File: config.mk
export PLATFORM = sky130hd
export DESIGN_NAME = tcss_serial_slave
export DESIGN_NICKNAME = d
export VERILOG_FILES = /design/src/pkg/tcss_pkg.sv /design/src/hdl/tcss_pin_sync.sv /design/src/hdl/tcss_conv_timer.sv /design/src/hdl/tcss_serial_slave.sv
export SDC_FILE = /design/constraint.sdc
export NUM_CORES = 1
export LEC_CHECK = 0
export BUFFER_PORTS_ARGS = -buffer_cell sky130_fd_sc_hd__buf_4
export CELL_PAD_IN_SITES_DETAIL_PLACEMENT = 1
export CELL_PAD_IN_SITES_GLOBAL_PLACEMENT = 1
export CORE_MARGIN = 4
export CORE_UTILIZATION = 30
export DETAILED_ROUTE_END_ITERATION = 8
export PLACE_DENSITY = 0.59
export SYNTH_ARGS = -nofsm -noshare
export SYNTH_HDL_FRONTEND = slang
export SYNTH_SLANG_ARGS = --single-unit
File: constraint.sdc
create_clock -name I_CLK_SYS -period 4.75 [get_ports I_CLK_SYS]
set_clock_uncertainty 0.15 [all_clocks]
set_input_delay 0.7125 -clock I_CLK_SYS [delete_from_list [all_inputs] [get_ports I_CLK_SYS]]
set_output_delay 0.7125 -clock I_CLK_SYS [all_outputs]
set_load 0.02 [all_outputs]
File: src/pkg/tcss_pkg.sv
// Purpose: shared constants and types for the thermometer serial slave
// Assumes: system clock of CLK_MHZ, conversion counts derived from it
// Notes: conversion times double per extra resolution bit
package tcss_pkg;
    localparam int CLK_MHZ = 125;
    // bus address and command codes
    localparam logic [3:0] ADDR_FIXED = 4'h9;
    localparam logic [7:0] CMD_START_CONV = 8'h51;
    localparam logic [7:0] CMD_STOP_CONV = 8'h22;
    localparam logic [7:0] CMD_CONFIG = 8'hac;
    localparam logic [7:0] CMD_SOFT_RESET = 8'h54;
    localparam logic [7:0] TX_IDLE_BYTE = 8'hff;
    // settings/status field positions
    localparam int DONE_BIT = 7;
    localparam int HIGH_FLAG_BIT = 6;
    localparam int LOW_FLAG_BIT = 5;
    localparam int NV_BUSY_BIT = 4;
    localparam int RES_HI_BIT = 3;
    localparam int RES_LO_BIT = 2;
    localparam int POL_BIT = 1;
    localparam int MODE_BIT = 0;
    // power-up values of the volatile fields
    localparam logic DONE_RST = 1'b1;
    localparam logic FLAG_RST = 1'b0;
    localparam logic NV_BUSY_RST = 1'b0;
    localparam logic [1:0] RES_RST = 2'b11;
    // longest conversion times in ns, per resolution 9..12 bits
    localparam longint CONV_9B_NS = 64'd93_750_000;
    localparam longint CONV_10B_NS = 64'd187_500_000;
    localparam longint CONV_11B_NS = 64'd375_000_000;
    localparam longint CONV_12B_NS = 64'd750_000_000;
    // longest time: round down
    localparam int CONV_9B_CYCLES = int'((CONV_9B_NS * CLK_MHZ) / 1000);
    localparam int CONV_CNT_W = 27;
    localparam int NV_WRITE_CYCLES = 1000;
    localparam int NV_CNT_W = 10;
    localparam int BIT_CNT_W = 4;
    localparam logic [3:0] BITS_PER_BYTE = 4'h8;

    typedef enum logic [2:0] {
        ST_IDLE = 3'b000,
        ST_RX = 3'b001,
        ST_ACK = 3'b010,
        ST_TX = 3'b011,
        ST_TXACK = 3'b100,
        ST_IGNORE = 3'b101
    } tcss_state_t;

    typedef enum logic [1:0] {
        IDX_CTRL = 2'b00,
        IDX_CMD = 2'b01,
        IDX_DATA = 2'b10
    } tcss_byte_t;
endpackage

File: src/hdl/tcss_pin_sync.sv
// Purpose: three-stage synchroniser with agreement filter for pins
// Assumes: inputs are asynchronous to the system clock
// Notes: output follows only when stages two and three agree
module tcss_pin_sync #(
    parameter int W = 1,
    parameter logic [W-1:0] RST_VAL = '0
) (
    input wire logic i_clk,
    input wire logic i_rstn,
    input wire logic i_ce,
    input wire logic [W-1:0] i_pin,
    output logic [W-1:0] o_val
);
    logic [W-1:0] ff1;
    logic [W-1:0] ff2;
    logic [W-1:0] ff3;
    wire agree = (ff2 == ff3);

    always_ff @(posedge i_clk or negedge i_rstn) begin
        if (!i_rstn) begin
            ff1 <= RST_VAL;
            ff2 <= RST_VAL;
            ff3 <= RST_VAL;
            o_val <= RST_VAL;
        end else if (i_ce) begin
            ff1 <= i_pin;
            ff2 <= ff1;
            ff3 <= ff2;
            if (agree) begin
                o_val <= ff3;
            end
        end
    end
endmodule

File: src/hdl/tcss_conv_timer.sv
// Purpose: conversion timer, length scaled by selected resolution
// Assumes: base count is the 9-bit time in system cycles
// Notes: a start while busy restarts the count
module tcss_conv_timer
    import tcss_pkg::*;
#(
    parameter int BASE_CYCLES = CONV_9B_CYCLES
) (
    input wire logic i_clk,
    input wire logic i_rstn,
    input wire logic i_ce,
    input wire logic i_start,
    input wire logic i_abort,
    input wire logic [1:0] i_res,
    output logic o_busy,
    output logic o_done
);
    logic [CONV_CNT_W-1:0] cnt;
    wire [CONV_CNT_W-1:0] base = CONV_CNT_W'(BASE_CYCLES);
    // each extra bit doubles the time
    wire [CONV_CNT_W-1:0] load = CONV_CNT_W'((base << i_res) - 1'b1);

    always_ff @(posedge i_clk or negedge i_rstn) begin
        if (!i_rstn) begin
            cnt <= '0;
            o_busy <= 1'b0;
            o_done <= 1'b0;
        end else if (i_ce) begin
            o_done <= 1'b0;
            if (i_abort) begin
                o_busy <= 1'b0;
                cnt <= '0;
            end else if (i_start) begin
                o_busy <= 1'b1;
                cnt <= load;
            end else if (o_busy && cnt == '0) begin
                o_busy <= 1'b0;
                o_done <= 1'b1;
            end else if (o_busy) begin
                cnt <= cnt - 1'b1;
            end
        end
    end
endmodule

File: src/hdl/tcss_serial_slave.sv
// Purpose: two-wire slave front end and settings/status register
// Assumes: temperature datapath presents trip results with O_CONV_DONE
// Notes: nonvolatile bits are mirrored to external storage
// How it works
// - settings register reached only through the config access command
// - polarity and mode are nonvolatile; other bits have fixed power-up
// - bit order: done, high, low, nv busy, res hi, res lo, pol, mode
// - done reads 0 from a start command until that conversion ends, then 1 (also through continuous restarts) and at power-up
// - high flag sets on upper trip, holds until written 0 or reset
// - low flag sets on lower trip, holds until written 0 or reset
// - nv busy reads 1 during a nonvolatile write, 0 at power-up
// - resolution bits, 11 at power-up, scale conversion time 9..12 bits
// - mode 1 runs one conversion per start, mode 0 runs continuously
// - clock is input only, data driven only as open drain
// - device is always slave; master makes clock, start and stop
// - start is data falling with clock high; repeated start allowed
// - stop is data rising with clock high and ends the transfer
// - receiver holds data low one clock as acknowledge
// - address is 1001 followed by the three address pins
// - control byte: address in bits 7..1, bit 0 set means read
// - config access command code is ac hex after write control byte
// - config write carries one data byte, acknowledged, then stop
// - config read returns one byte, then master nack and stop
// - soft reset 54 hex halts conversions, restores power-up state except nv busy, which runs to the end of a write
module tcss_serial_slave
    import tcss_pkg::*;
#(
    parameter int CONV_BASE_CYCLES = CONV_9B_CYCLES
) (
    input wire logic I_CLK_SYS,
    input wire logic I_RSTN,
    input wire logic I_CE,
    input wire logic I_SCL,
    input wire logic I_SDA,
    output logic O_SDA,
    output logic O_SDA_OE,
    input wire logic I_ADDR_PIN_2,
    input wire logic I_ADDR_PIN_1,
    input wire logic I_ADDR_PIN_0,
    input wire logic [1:0] I_NV_STORED,
    output logic [1:0] O_NV_STORE,
    output logic O_NV_WRITE,
    input wire logic I_TEMP_HIGH_TRIP,
    input wire logic I_TEMP_LOW_TRIP,
    output logic O_CONVERTING,
    output logic O_CONV_DONE,
    output logic [1:0] O_RESOLUTION,
    output logic O_TOUT
);
    import tcss_pkg::*;

    logic scl_s;
    logic sda_s;
    logic scl_q;
    logic sda_q;
    logic [2:0] addr_s;
    tcss_state_t state;
    tcss_byte_t byte_idx;
    logic [BIT_CNT_W-1:0] bit_cnt;
    logic [7:0] shreg;
    logic [7:0] cmd;
    logic rw;
    logic data_seen;
    logic sda_oe;
    logic conv_done;
    logic high_flag;
    logic low_flag;
    logic nv_busy;
    logic [NV_CNT_W-1:0] nv_cnt;
    logic [1:0] res;
    logic output_polarity;
    logic mode;
    logic nv_loaded;
    logic conv_cont;
    logic tout_state;
    logic tout;
    logic nv_write;
    logic t_busy;
    logic t_done;

    // clock is only ever sampled, data only ever pulled low
    assign O_SDA = 1'b0;
    assign O_SDA_OE = sda_oe;
    assign O_NV_STORE = {output_polarity, mode};
    assign O_NV_WRITE = nv_write;
    assign O_CONVERTING = t_busy;
    assign O_CONV_DONE = t_done;
    assign O_RESOLUTION = res;
    assign O_TOUT = tout;

    tcss_pin_sync #(.W(2), .RST_VAL(2'b11)) u_bus_sync (
        .i_clk(I_CLK_SYS),
        .i_rstn(I_RSTN),
        .i_ce(I_CE),
        .i_pin({I_SCL, I_SDA}),
        .o_val({scl_s, sda_s})
    );

    tcss_pin_sync #(.W(3), .RST_VAL(3'b000)) u_addr_sync (
        .i_clk(I_CLK_SYS),
        .i_rstn(I_RSTN),
        .i_ce(I_CE),
        .i_pin({I_ADDR_PIN_2, I_ADDR_PIN_1, I_ADDR_PIN_0}),
        .o_val(addr_s)
    );

    // bus events, seen on the filtered copies
    wire scl_rise = scl_s && !scl_q;
    wire scl_fall = !scl_s && scl_q;
    wire start_det = scl_s && scl_q && sda_q && !sda_s;
    wire stop_det = scl_s && scl_q && !sda_q && sda_s;

    wire byte_done = (state == ST_RX) && scl_fall
        && (bit_cnt == BITS_PER_BYTE);
    wire addr_match = (shreg[7:1] == {ADDR_FIXED, addr_s});
    wire is_cmd_byte = byte_done && (byte_idx == IDX_CMD);
    // only one data byte after the config command is taken
    wire wr_cfg = byte_done && (byte_idx == IDX_DATA)
        && (cmd == CMD_CONFIG) && !data_seen;
    wire do_ack = (byte_idx == IDX_CTRL) ? addr_match
        : (byte_idx == IDX_CMD) ? 1'b1 : wr_cfg;
    wire cmd_start = is_cmd_byte && (shreg == CMD_START_CONV);
    wire cmd_stop = is_cmd_byte && (shreg == CMD_STOP_CONV);
    wire soft_rst = is_cmd_byte && (shreg == CMD_SOFT_RESET);

    wire [7:0] cfg_value = {conv_done, high_flag, low_flag, nv_busy,
        res, output_polarity, mode};
    // other commands' data live outside this block
    wire [7:0] tx_value = (cmd == CMD_CONFIG) ? cfg_value
        : TX_IDLE_BYTE;
    wire nv_change = wr_cfg && !nv_busy
        && (shreg[POL_BIT:MODE_BIT] != {output_polarity, mode});
    wire auto_restart = t_done && conv_cont && !soft_rst;
    wire conv_start = cmd_start || auto_restart;

    // set beats clear on both trip flags
    wire next_high_flag = (t_done && I_TEMP_HIGH_TRIP) || (!soft_rst
        && (wr_cfg ? shreg[HIGH_FLAG_BIT] : high_flag));
    wire next_low_flag = (t_done && I_TEMP_LOW_TRIP) || (!soft_rst
        && (wr_cfg ? shreg[LOW_FLAG_BIT] : low_flag));

    always_ff @(posedge I_CLK_SYS or negedge I_RSTN) begin
        if (!I_RSTN) begin
            scl_q <= 1'b1;
            sda_q <= 1'b1;
        end else if (I_CE) begin
            scl_q <= scl_s;
            sda_q <= sda_s;
        end
    end

    // slave protocol engine; it never drives the clock
    always_ff @(posedge I_CLK_SYS or negedge I_RSTN) begin
        if (!I_RSTN) begin
            state <= ST_IDLE;
            byte_idx <= IDX_CTRL;
            bit_cnt <= '0;
            shreg <= '0;
            cmd <= '0;
            rw <= 1'b0;
            data_seen <= 1'b0;
            sda_oe <= 1'b0;
        end else if (I_CE) begin
            if (stop_det) begin
                state <= ST_IDLE;
                sda_oe <= 1'b0;
            end else if (start_det) begin
                state <= ST_RX;
                byte_idx <= IDX_CTRL;
                bit_cnt <= '0;
                data_seen <= 1'b0;
                sda_oe <= 1'b0;
            end else begin
                case (state)
                    ST_RX: begin
                        if (scl_rise && bit_cnt != BITS_PER_BYTE) begin
                            shreg <= {shreg[6:0], sda_s};
                            bit_cnt <= bit_cnt + 1'b1;
                        end else if (byte_done) begin
                            if (byte_idx == IDX_CTRL) begin
                                rw <= shreg[0];
                            end
                            if (byte_idx == IDX_CMD) begin
                                cmd <= shreg;
                            end
                            if (wr_cfg) begin
                                data_seen <= 1'b1;
                            end
                            // hold low through the ninth clock
                            sda_oe <= do_ack;
                            state <= do_ack ? ST_ACK
                                : ST_IGNORE;
                        end
                    end
                    ST_ACK: begin
                        if (scl_fall) begin
                            if (rw) begin
                                shreg <= tx_value;
                                sda_oe <= !tx_value[7];
                                bit_cnt <= 4'h1;
                                state <= ST_TX;
                            end else begin
                                sda_oe <= 1'b0;
                                bit_cnt <= '0;
                                state <= ST_RX;
                                byte_idx <= (byte_idx == IDX_CTRL)
                                    ? IDX_CMD : IDX_DATA;
                            end
                        end
                    end
                    ST_TX: begin
                        if (scl_fall) begin
                            if (bit_cnt == BITS_PER_BYTE) begin
                                sda_oe <= 1'b0;
                                state <= ST_TXACK;
                            end else begin
                                sda_oe <= !shreg[6];
                                shreg <= {shreg[6:0], 1'b0};
                                bit_cnt <= bit_cnt + 1'b1;
                            end
                        end
                    end
                    ST_TXACK: begin
                        if (scl_rise) begin
                            // released line means last byte wanted
                            state <= sda_s ? ST_IGNORE
                                : ST_ACK;
                        end
                    end
                    ST_IGNORE: begin
                        sda_oe <= 1'b0;
                    end
                    default: begin
                        sda_oe <= 1'b0;
                    end
                endcase
            end
        end
    end

    // settings/status register and conversion control
    always_ff @(posedge I_CLK_SYS or negedge I_RSTN) begin
        if (!I_RSTN) begin
            conv_done <= DONE_RST;
            high_flag <= FLAG_RST;
            low_flag <= FLAG_RST;
            res <= RES_RST;
            conv_cont <= 1'b0;
            tout_state <= 1'b0;
            tout <= 1'b0;
        end else if (I_CE) begin
            high_flag <= next_high_flag;
            low_flag <= next_low_flag;
            if (soft_rst) begin
                conv_done <= DONE_RST;
                res <= RES_RST;
                conv_cont <= 1'b0;
                tout_state <= 1'b0;
            end else begin
                // done and busy bits ignore the written byte
                if (cmd_start) begin
                    conv_done <= 1'b0;
                    conv_cont <= !mode;
                end else if (t_done) begin
                    conv_done <= 1'b1;
                end
                if (cmd_stop) begin
                    conv_cont <= 1'b0;
                end
                if (wr_cfg) begin
                    res <= shreg[RES_HI_BIT:RES_LO_BIT];
                end
                if (t_done && I_TEMP_HIGH_TRIP) begin
                    tout_state <= 1'b1;
                end else if (t_done && I_TEMP_LOW_TRIP) begin
                    tout_state <= 1'b0;
                end
            end
            tout <= output_polarity ? tout_state : !tout_state;
        end
    end

    // stored bits reload after reset from the external copy
    always_ff @(posedge I_CLK_SYS or negedge I_RSTN) begin
        if (!I_RSTN) begin
            nv_loaded <= 1'b0;
            output_polarity <= 1'b0;
            mode <= 1'b0;
            nv_busy <= NV_BUSY_RST;
            nv_cnt <= '0;
            nv_write <= 1'b0;
        end else if (I_CE) begin
            nv_write <= nv_change;
            if (!nv_loaded) begin
                nv_loaded <= 1'b1;
                output_polarity <= I_NV_STORED[1];
                mode <= I_NV_STORED[0];
            end else if (nv_change) begin
                output_polarity <= shreg[POL_BIT];
                mode <= shreg[MODE_BIT];
                nv_busy <= 1'b1;
                nv_cnt <= NV_CNT_W'(NV_WRITE_CYCLES - 1);
            end else if (nv_busy && nv_cnt == '0) begin
                nv_busy <= 1'b0;
            end else if (nv_busy) begin
                nv_cnt <= nv_cnt - 1'b1;
            end
        end
    end

    tcss_conv_timer #(.BASE_CYCLES(CONV_BASE_CYCLES)) u_timer (
        .i_clk(I_CLK_SYS),
        .i_rstn(I_RSTN),
        .i_ce(I_CE),
        .i_start(conv_start),
        .i_abort(soft_rst),
        .i_res(res),
        .o_busy(t_busy),
        .o_done(t_done)
    );
endmodule

==> impl_results.md, run 1 <==
- Violation count after the first detailed-route iteration: 236
- Share of the synthesized area in the top cell type: 38.2%
- Leak: 2.74 nW
- Synth top cells by count: dfrtp_1, nand2_1, nor2_1
- Netlist Area Pre-Place: 5830 um^2
- Post-Syn Instances: 622
- Unique masters post-synth: 75
- Net count after synthesis: 642
- Remaining Overflow, GRT: 0
- Hold crit path type: in2async
- Async SR Flop Fraction: 100%
- CTS Buf Count: 9
- Fillcell total: 2223
- Worst-path cell chain: inv_1, ha_1, and3b_1, nand3_1, or3_4, and3_1, mux2i_1, ha_1, nor4b_1, nand3_1, buf_4, or2_2, or3_1, o31a_1, nand3_1
- Max_cap viols: 0
- Fin crit share: 92.6%
- Largest family of logic cells by synthesized area: simple AND/OR/NAND/NOR gates
- Drt drc: 0
- Number of synthesized flops with an enable pin: 0
- Worst skew pair latency: 0.36 ns
- Worst path most repeated cell: nand3_1
- Pins Over Slew Limit: 0
- Clk sink count: 102
- Fin. Hold Viols: 0
- IO Count: 22
- Warnings, synthesis: 0
- Initial cell density of the core: 30.9%
- Vias in the first global route: 5061
- Final WL: 17.3 mm
- Core ar.: 18900 um^2
- Footprint of the multi-input gates: 3030 um^2
- P&R area growth vs syn: 12.4%
- Vias: 4851
- Max_slew headroom: 46.5%
- Row Count: 50
- CP bufs+invs: 2
- Most frequent cell after synthesis: dfrtp_1
- Seq/Total Area, Yosys: 44.0%
- ANT nets after route: 0
- H-tree depth: 3
- Final nets: 652
- # Post-CTS Setup Buffers: 0
- DP HPWL: 12.1 mm
- Post-CTS sizing: 0
- Hold buffer count at CTS: 0
- Setup TNS: 0 ns
- Ys flop type: dfrtp_1
- WL per Instance: 19.3 um
- PortBufs: 20
- Post-synthesis adder-cell area fraction: 1.72%
- Status: complete, no violations
- Worst vdd ir: 0.000195 V
- Antenna violations before repair: 0
- Cell chosen for the clock root: clkbuf_16
- DR pass1 iterations: 5
- Synth Area in Compound Gates: 17.0%
- Antenna cell count: 0
- First-pass GRT wire length: 28.1 mm
- Critical path data required time: 4.89 ns
- Synth top area cells: dfrtp_1, mux2_2, dfstp_2
- CP delay by family, top: simple AND/OR/NAND/NOR gates
- Share of the core filled with cells: 34.7%
- Post-layout min period: 4.40 ns
- Die area: 21700 um^2
- Largest net degree at the start of global routing: 47
- Power density over cell area: 407 nW/um^2
- TritonCTS clock tree: yes
- Simple-Gate Fraction of Synth Area: 22.4%
- Clock tree buffer depth: 2
- Setup crit end kind: flip-flop
- Fmax: 227 MHz
- Startpoint class of the critical path: flip-flop
- Worst path max stage delay: 0.50 ns
- XOR/XNOR Fraction of Synth Area: 3.30%
- Die Span Y: 147 um
- Syn Area/Cell: 9.38 um^2
- Final Setup Violations: 0
- Leading area contributor after synthesis: dfrtp_1
- FF/Latch Area: 2570 um^2
- Clock slew at reported path FFs: 0.08 ns
- Share of layout cells above drive strength 1: 19.3%
- Chip width: 147 um
- Hold WS: 0.202 ns
- Post-synthesis mux area share: 7.44%
- GRT Util Overall: 16.3%
- Critical path peak fanout: 11
- Worst Max-Slew Pin Slew: 0.798 ns
- Via/cell ratio: 5.41
- CP max-delay cell: or3_4
- CP arrival: 4.54 ns
- Flops & latches, synth: 102
- R2R setup slack: 0.35 ns
- Setup CP Type: reg2reg
- Placer Congestion: 0.783
- RSZ-0062 raised after global routing: no
kinds of logic (layout without fill, tap and decap cells):
logic type,after synthesis,count (layout)
other,1,1
AOI/OAI and AO/OA,149,149
adders and majority gates,8,8
xor gates and xnor gates,22,22
and+or+nand+nor,251,251
DFF,102,102
buffers and inverters,50,65
muxes,39,39
per-stage QoR:
step / std cells / worst slack (ns) / power [mW] / area (um^2)
final: 897 / 0.353 / 2.67 / 6560
after global routing: 897 / 0.148 / 2.84 / 6560
after CTS: 897 / 0.402 / 2.70 / 6560
after detailed placement: 881 / 0.424 / 1.85 / 6230
after global placement: 881 / 0.571 / 1.82 / 6230
after floorplan: 622 / 0.543 / 1.64 / 5830
path summary, 6_finish.rpt:
check | cells after the start | end | startpoint
max | 15 | u_timer.cnt[22] | bit_cnt[0]
min | 1 | u_timer.cnt[5] | I_RSTN
max reg2reg | 15 | u_timer.cnt[22] | bit_cnt[0]
min reg2reg | 2 | low_flag | low_flag
max in group asynchronous | 2 | O_RESOLUTION[0] | I_RSTN
min in group I_CLK_SYS | 2 | low_flag | low_flag
sequential cells by signal (all words and copies together), names as in the netlist, 2 cells and up:
signal / cells
state: 3
u_addr_sync.ff3: 3
u_bus_sync.ff3: 2
u_addr_sync.ff1: 3
byte_idx: 2
u_addr_sync.ff2: 3
u_timer.cnt: 27
bit_cnt: 4
u_addr_sync.o_val: 3
u_bus_sync.ff1: 2
u_bus_sync.ff2: 2
u_bus_sync.o_val: 2
cmd: 8
shreg: 8
nv_cnt: 10
O_RESOLUTION: 2
layout by cell type, fill, tap and decap left out, drive strengths merged, types with 6 or more instances in the layout:
cell type	netlist	layout
o21ai	50	50
inv	16	19
nor4	10	10
clkbuf	19	9
nand2b	10	10
or3	8	8
buf	14	32
nor3	29	29
nor2	43	43
ha	8	8
xnor2	14	14
mux2	35	35
nand4	10	10
o31ai	8	8
a31oi	8	8
nand3	23	23
dfrtp	89	89
nand3b	7	7
xor2	8	8
a21oi	30	30
or2	6	6
nand2	79	79
dfstp	13	13
power by group:
group	internal (mW)	switching [mW]	total [mW]
sequential	1.02	0.195	1.21
clock	0.470	0.367	0.837
combinational	0.284	0.334	0.617
total	1.77	0.896	2.67
routing by layer:
| layer | vias to the layer above | GRT usage (%) | share of wire, % |
|---|---|---|---|
| met4 | 0 | 4.61 | 1.4 |
| met1 | 2467 | 22.5 | 47 |
| li1 | 2288 | - | - |
| met2 | 79 | 26.8 | 48 |
| met3 | 17 | 2.24 | 3.2 |
| met5 | - | 0 | 0 |
final cells by class:
type	count	share of cell area, %
Clock buffer	9	3.44
Multi-Input combinational cell	470	46.2
Timing Repair Buffer	32	3.66
Clock inverter	7	1.56
Sequential cell	102	39.2
Tap cell	260	4.96
Inverter	17	0.973
Power figures use the tool's default switching activity.
==> run 2, diff against run 1 <==
--- a/config.mk
+++ b/config.mk
@@ -5,7 +5,7 @@
 export SDC_FILE = /design/constraint.sdc
 export NUM_CORES = 1
 export LEC_CHECK = 0
-export BUFFER_PORTS_ARGS = -buffer_cell sky130_fd_sc_hd__buf_4
+export BUFFER_PORTS_ARGS = -buffer_cell sky130_fd_sc_hd__buf_2
 export CELL_PAD_IN_SITES_DETAIL_PLACEMENT = 1
 export CELL_PAD_IN_SITES_GLOBAL_PLACEMENT = 1
 export CORE_MARGIN = 4
==> impl_results.md, run 2 (synthesis gave the netlist of run 1 again) <==
- Vias: 4891 (+0.82%)
- Violation count after the first detailed-route iteration: 284 (+20%)
- Final nets: 650 (-0.31%)
- Critical path peak fanout: 11 (unchanged)
- ANT nets after route: 0 (unchanged)
- Hold crit path type: in2async
- TritonCTS clock tree: yes
- Via/cell ratio: 5.46 (+1.0%)
- WL per Instance: 19.5 um (+1.4%)
- Post-DP Area: 6170 um^2 (-1.0%)
- Setup crit end kind: flip-flop
- Max_cap viols: 0 (unchanged)
- Chip width: 147 um (unchanged)
- Fin. Hold Viols: 0 (unchanged)
- Status: complete, no violations
- Placer Congestion: 0.845 (+8.0%)
- Largest net degree at the start of global routing: 38 (-19%)
- Largest register FFs: 27 (unchanged)
- Clock slew at reported path FFs: 0.07 ns (about the same)
- Total power: 2.67 mW (about the same)
- Clk sink count: 102 (unchanged)
- Antenna violations before repair: 0 (unchanged)
- Drt drc: 0 (unchanged)
- P&R area growth vs syn: 11.4%
- Combinational share of power: 23.1% (about the same)
- Final Setup Violations: 0 (unchanged)
- CTS Buf Count: 9 (unchanged)
- CP arrival: 4.43 ns (-0.11 ns)
- Leak: 2.71 nW (-0.84%)
- Worst skew pair latency: 0.35 ns (about the same)
- # Post-CTS Setup Buffers: 0 (unchanged)
- Fillcell total: 2242 (+0.85%)
- Largest regs: u_timer.cnt x27, nv_cnt x10
- Row Count: 50 (unchanged)
- Max_slew headroom: 44.0% (-2.4 points)
- Hold WS: 0.191 ns (-0.0112 ns)
- Core ar.: 18900 um^2 (unchanged)
- Post-route cell area: 6500 um^2 (-0.92%)
- Worst Max-Slew Pin Slew: 0.836 ns (+0.0379 ns)
- Share of layout cells above drive strength 1: 19.1% (-0.25 points)
- RSZ-0062 raised after global routing: no
- R2R setup slack: 0.46 ns (+0.10 ns)
- Final WL: 17.5 mm (+1.2%)
- Most common cell after layout, fill and taps aside: dfrtp_1
- Share of the core filled with cells: 34.4% (-0.32 points)
- Commonest non-fill, non-tap cells in the layout: dfrtp_1, nand2_1, nor2_1
- Die area: 21700 um^2 (unchanged)
- H-tree depth: 3 (unchanged)
- Sw power: 892 uW (-0.41%)
- First-pass GRT wire length: 28.7 mm (+1.9%)
- Pins Over Slew Limit: 0 (unchanged)
- DP HPWL: 12.2 mm (+0.76%)
- Antenna cell count: 0 (unchanged)
- Worst vdd ir: 0.000163 V (-16%)
- Cell chosen for the clock root: clkbuf_16
- IO Count: 22 (unchanged)
- Setup TNS: 0 ns (unchanged)
- Clock power frac: 31.4% (about the same)
- DR pass1 iterations: 4 (-1)
- Vias in the first global route: 5197 (+2.7%)
- Flop pwr share: 45.6% (about the same)
- PortBufs: 20 (unchanged)
- Setup CP Type: reg2reg
- Critical path data required time: 4.88 ns (about the same)
- Remaining Overflow, GRT: 0 (unchanged)
- Clock tree buffer depth: 2 (unchanged)
- Power density over cell area: 411 nW/um^2 (+0.93%)
- Initial cell density of the core: 30.9% (unchanged)
- Startpoint class of the critical path: flip-flop
- Top reg by flops: u_timer.cnt
- Fmax: 233 MHz (+2.4%)
- GRT Util Overall: 16.4% (+0.12 points)
- Internal power: 1.78 mW (+0.22%)
- Post-CTS sizing: 0 (unchanged)
- Post-layout min period: 4.29 ns (-0.103 ns)
- Hold buffer count at CTS: 0 (unchanged)
- Fin crit share: 90.4% (-2.2 points)
- Die Span Y: 147 um (unchanged)
- Switching part of the total: 33.4% (-0.14 points)
[run 2: critical path: stages (launching register included)]
cell,delay [ns]
dfrtp_1,0.42
inv_1,0.09
ha_1,0.17
and3b_1,0.27
nand3_1,0.29
or3_4,0.50
and3_1,0.24
mux2i_1,0.18
ha_1,0.27
nor4b_1,0.38
nand3_1,0.12
buf_4,0.20
or2_2,0.30
or3_1,0.34
o31a_1,0.25
nand3_1,0.06
[run 2: power groups by stage]
stage               Sequential (mW)  Clock [mW]  Combinational, mW
detailed placement             1.23           0              0.617
global route                   1.24       0.897              0.693
finish                         1.22       0.837              0.615
global placement               1.22           0              0.596
CTS                            1.21       0.869              0.621
floorplan                      1.14           0              0.501
[run 2: path summary, 6_finish.rpt]
check	from	end	depth (start not counted)
max	bit_cnt[0]	u_timer.cnt[22]	15
min	I_RSTN	state[2]	1
max reg2reg	bit_cnt[0]	u_timer.cnt[22]	15
min reg2reg	low_flag	low_flag	2
max in group asynchronous	I_RSTN	u_bus_sync.o_val[1]	2
min in group I_CLK_SYS	low_flag	low_flag	2
[run 2: layout make-up]
cell class,instances,area (um^2),share of cell area [%]
sequential,102,2570,39.5
multi-input combinational,470,3030,46.6
timing repair buffer,30,178,2.73
tap,260,325,5.01
clock buffer,10,239,3.68
clock inverter,6,91.3,1.41
inverter,17,63.8,0.982
[run 2: layer usage]
metal / wire length [um] / share of wire (%) / track usage, % / vias up
li1: - / - / - / 2275
met5: 0 / 0 / 0 / -
met3: 491 / 2.8 / 1.87 / 12
met4: 177 / 1.0 / 4.66 / 0
met2: 8440 / 48 / 27.4 / 80
met1: 8360 / 48 / 22.6 / 2524
[run 2: stage by stage]
step	instances	worst slack [ns]
after floorplan	622	0.543
after global placement	879	0.582
after detailed placement	879	0.514
after CTS	895	0.489
after global routing	895	0.0329
final	895	0.456
==> run 3, diff against run 2 <==
--- a/config.mk
+++ b/config.mk
@@ -6,7 +6,7 @@
 export NUM_CORES = 1
 export LEC_CHECK = 0
 export BUFFER_PORTS_ARGS = -buffer_cell sky130_fd_sc_hd__buf_2
-export CELL_PAD_IN_SITES_DETAIL_PLACEMENT = 1
+export CELL_PAD_IN_SITES_DETAIL_PLACEMENT = 0
 export CELL_PAD_IN_SITES_GLOBAL_PLACEMENT = 1
 export CORE_MARGIN = 4
 export CORE_UTILIZATION = 30
==> impl_results.md, run 3 (synthesis gave the netlist of run 1 again) <==
- Core ar.: 18900 um^2 (unchanged)
- Fillcell total: 2009 (-10%)
- Worst Max-Slew Pin Slew: 0.779 ns (-0.0570 ns)
- Worst path max stage delay: 0.49 ns (about the same)
- PnR worst setup slack: 0.471 ns (+0.0150 ns)
- Antenna cell count: 0 (unchanged)
- H-tree depth: 3 (unchanged)
- Setup TNS: 0 ns (unchanged)
- Post-CTS sizing: 0 (unchanged)
- FF-to-FF Start: bit_cnt[0]
- CTS Buf Count: 9 (unchanged)
- Final nets: 650 (unchanged)
- Violation count after the first detailed-route iteration: 306 (+7.7%)
- Worst Setup SP: bit_cnt[0]
- Row Count: 50 (unchanged)
- PortBufs: 20 (unchanged)
- Worst vdd ir: 0.000181 V (+11%)
- CP arrival: 4.42 ns (about the same)
- # Post-CTS Setup Buffers: 0 (unchanged)
- TritonCTS clock tree: yes
- Setup CP Type: reg2reg
- Fmax: 234 MHz (+0.35%)
- Vias in the first global route: 4828 (-7.1%)
- CP max-delay cell: or3_4
- Worst-path cell chain: inv_1, ha_1, and3b_1, nand3_1, or3_4, and3_1, mux2i_1, ha_1, nor4b_1, nand3_1, buf_4, or2_2, or3_1, o31a_1, nand3_1
- Startpoint class of the critical path: flip-flop
- GRT Util Overall: 15.5% (-0.85 points)
- Worst skew pair latency: 0.36 ns (about the same)
- Critical path peak fanout: 11 (unchanged)
- Chip width: 147 um (unchanged)
- Final WL: 16.4 mm (-6.4%)
- Post-layout min period: 4.28 ns (-0.0150 ns)
- Drt drc: 0 (unchanged)
- Share of layout cells above drive strength 1: 18.9% (-0.16 points)
- Share of the core filled with cells: 34.1% (-0.24 points)
- DP HPWL: 11.2 mm (-8.2%)
- Initial cell density of the core: 30.9% (unchanged)
- Dpl ws: 0.498 ns (-0.0160 ns)
- Cell chosen for the clock root: clkbuf_16
- Commonest non-fill, non-tap cells in the layout: dfrtp_1, nand2_1, nor2_1
- Fin. Hold Viols: 0 (unchanged)
- IO Count: 22 (unchanged)
- DR pass1 iterations: 6 (+2)
- Leak: 2.69 nW (-0.79%)
- First-pass GRT wire length: 26.8 mm (-6.5%)
- Met2 Resource Use GR: 24.4% (-3.0 points)
- Power density over cell area: 395 nW/um^2 (-3.8%)
- Status: complete, no violations
- Clock tree buffer depth: 2 (unchanged)
- Grt met3 use: 1.87% (unchanged)
- Largest regs: u_timer.cnt x27, nv_cnt x10
- Hold buffer count at CTS: 0 (unchanged)
- RSZ-0062 raised after global routing: no
- FF/Latch Area: 2570 um^2 (unchanged)
- Critical path data required time: 4.89 ns (about the same)
- Most used routing layer: met2
- Worst path most repeated cell: nand3_1
- Met1 Track Usage GR: 22.1% (-0.50 points)
- WL per Instance: 18.3 um (-6.4%)
- Vias: 4852 (-0.80%)
- Die Span Y: 147 um (unchanged)
- P&R area growth vs syn: 10.6%
- Placer Congestion: 0.845 (unchanged)
- Die area: 21700 um^2 (unchanged)
- Antenna violations before repair: 0 (unchanged)
- Largest net degree at the start of global routing: 38 (unchanged)
- Fin crit share: 90.1% (-0.32 points)
- Footprint of the multi-input gates: 3030 um^2 (unchanged)
- Most common cell after layout, fill and taps aside: dfrtp_1
- Max_slew headroom: 47.8% (+3.7 points)
- Setup crit end kind: flip-flop
- Hold crit path type: in2async
- Top reg by flops: u_timer.cnt
- Pins Over Slew Limit: 0 (unchanged)
- Via/cell ratio: 5.42 (-0.80%)
- Remaining Overflow, GRT: 0 (unchanged)
- Max_cap viols: 0 (unchanged)
- Clk sink count: 102 (unchanged)
- Final Setup Violations: 0 (unchanged)
- Clock slew at reported path FFs: 0.07 ns (about the same)
- ANT nets after route: 0 (unchanged)
- Largest register FFs: 27 (unchanged)
-- run 3: cell types whose count changed in the layout (fill, tap and decap cells not counted), sizes merged --
| cell | before | now |
|---|---|---|
| bufinv | 2 | 0 |
| clkinv | 3 | 4 |
| clkbuf | 10 | 11 |
-- run 3: final cells by class --
type                            instances  area share, %
Timing Repair Buffer                   30           2.75
Sequential cell                       102           39.8
Clock inverter                          5          0.659
Tap cell                              260           5.04
Clock buffer                           11           3.76
Inverter                               17          0.989
Multi-Input combinational cell        470           47.0
-- run 3: path summary, 6_finish.rpt --
check / end / slack [ns] / cells past startpoint
min in group I_CLK_SYS: O_NV_WRITE / 0.33 / 1
hold reg to reg: O_NV_WRITE / 0.33 / 1
hold / removal: state[1] / 0.17 / 1
setup / recovery: u_timer.cnt[22] / 0.47 / 15
setup reg to reg: u_timer.cnt[22] / 0.47 / 15
max in group asynchronous: u_bus_sync.o_val[1] / 3.41 / 2
-- run 3: layer usage --
layer  share of wire [%]  vias to the layer above  wire length, um
met1                  48                     2421             7810
met3                 3.8                       20              625
met5                   0                        -                0
met4                 1.9                        0              311
met2                  47                      121             7610
li1                    -                     2290                -
-- run 3: worst max-delay path: cells and delay by family, from the launching register on --
family | cells | cell delay, ns
AND/OR/NAND/NOR | 9 | 2.48
adder cells (fa/ha/maj) | 2 | 0.43
flip-flops | 1 | 0.42
buffers and inverters | 2 | 0.30
AO/OA/AOI/OAI | 1 | 0.25
multiplexers | 1 | 0.17
-- run 3: per-stage QoR --
stage          cells  hold WS [ns]  area (um^2)  total power, mW
2_1_floorplan    622         0.267         5830             1.64
3_3_place_gp     879         0.306         6170             1.81
3_5_place_dp     879         0.322         6170             1.83
4_1_cts          895         0.193         6450             2.58
5_1_grt          895         0.214         6450             2.71
6_report         895         0.170         6450             2.55
-- run 3: power by group --
group          leakage [nW]  internal, mW  switching (mW)
clock network         0.142         0.378           0.360
logic                  1.29         0.276           0.324
registers              1.26          1.02           0.193
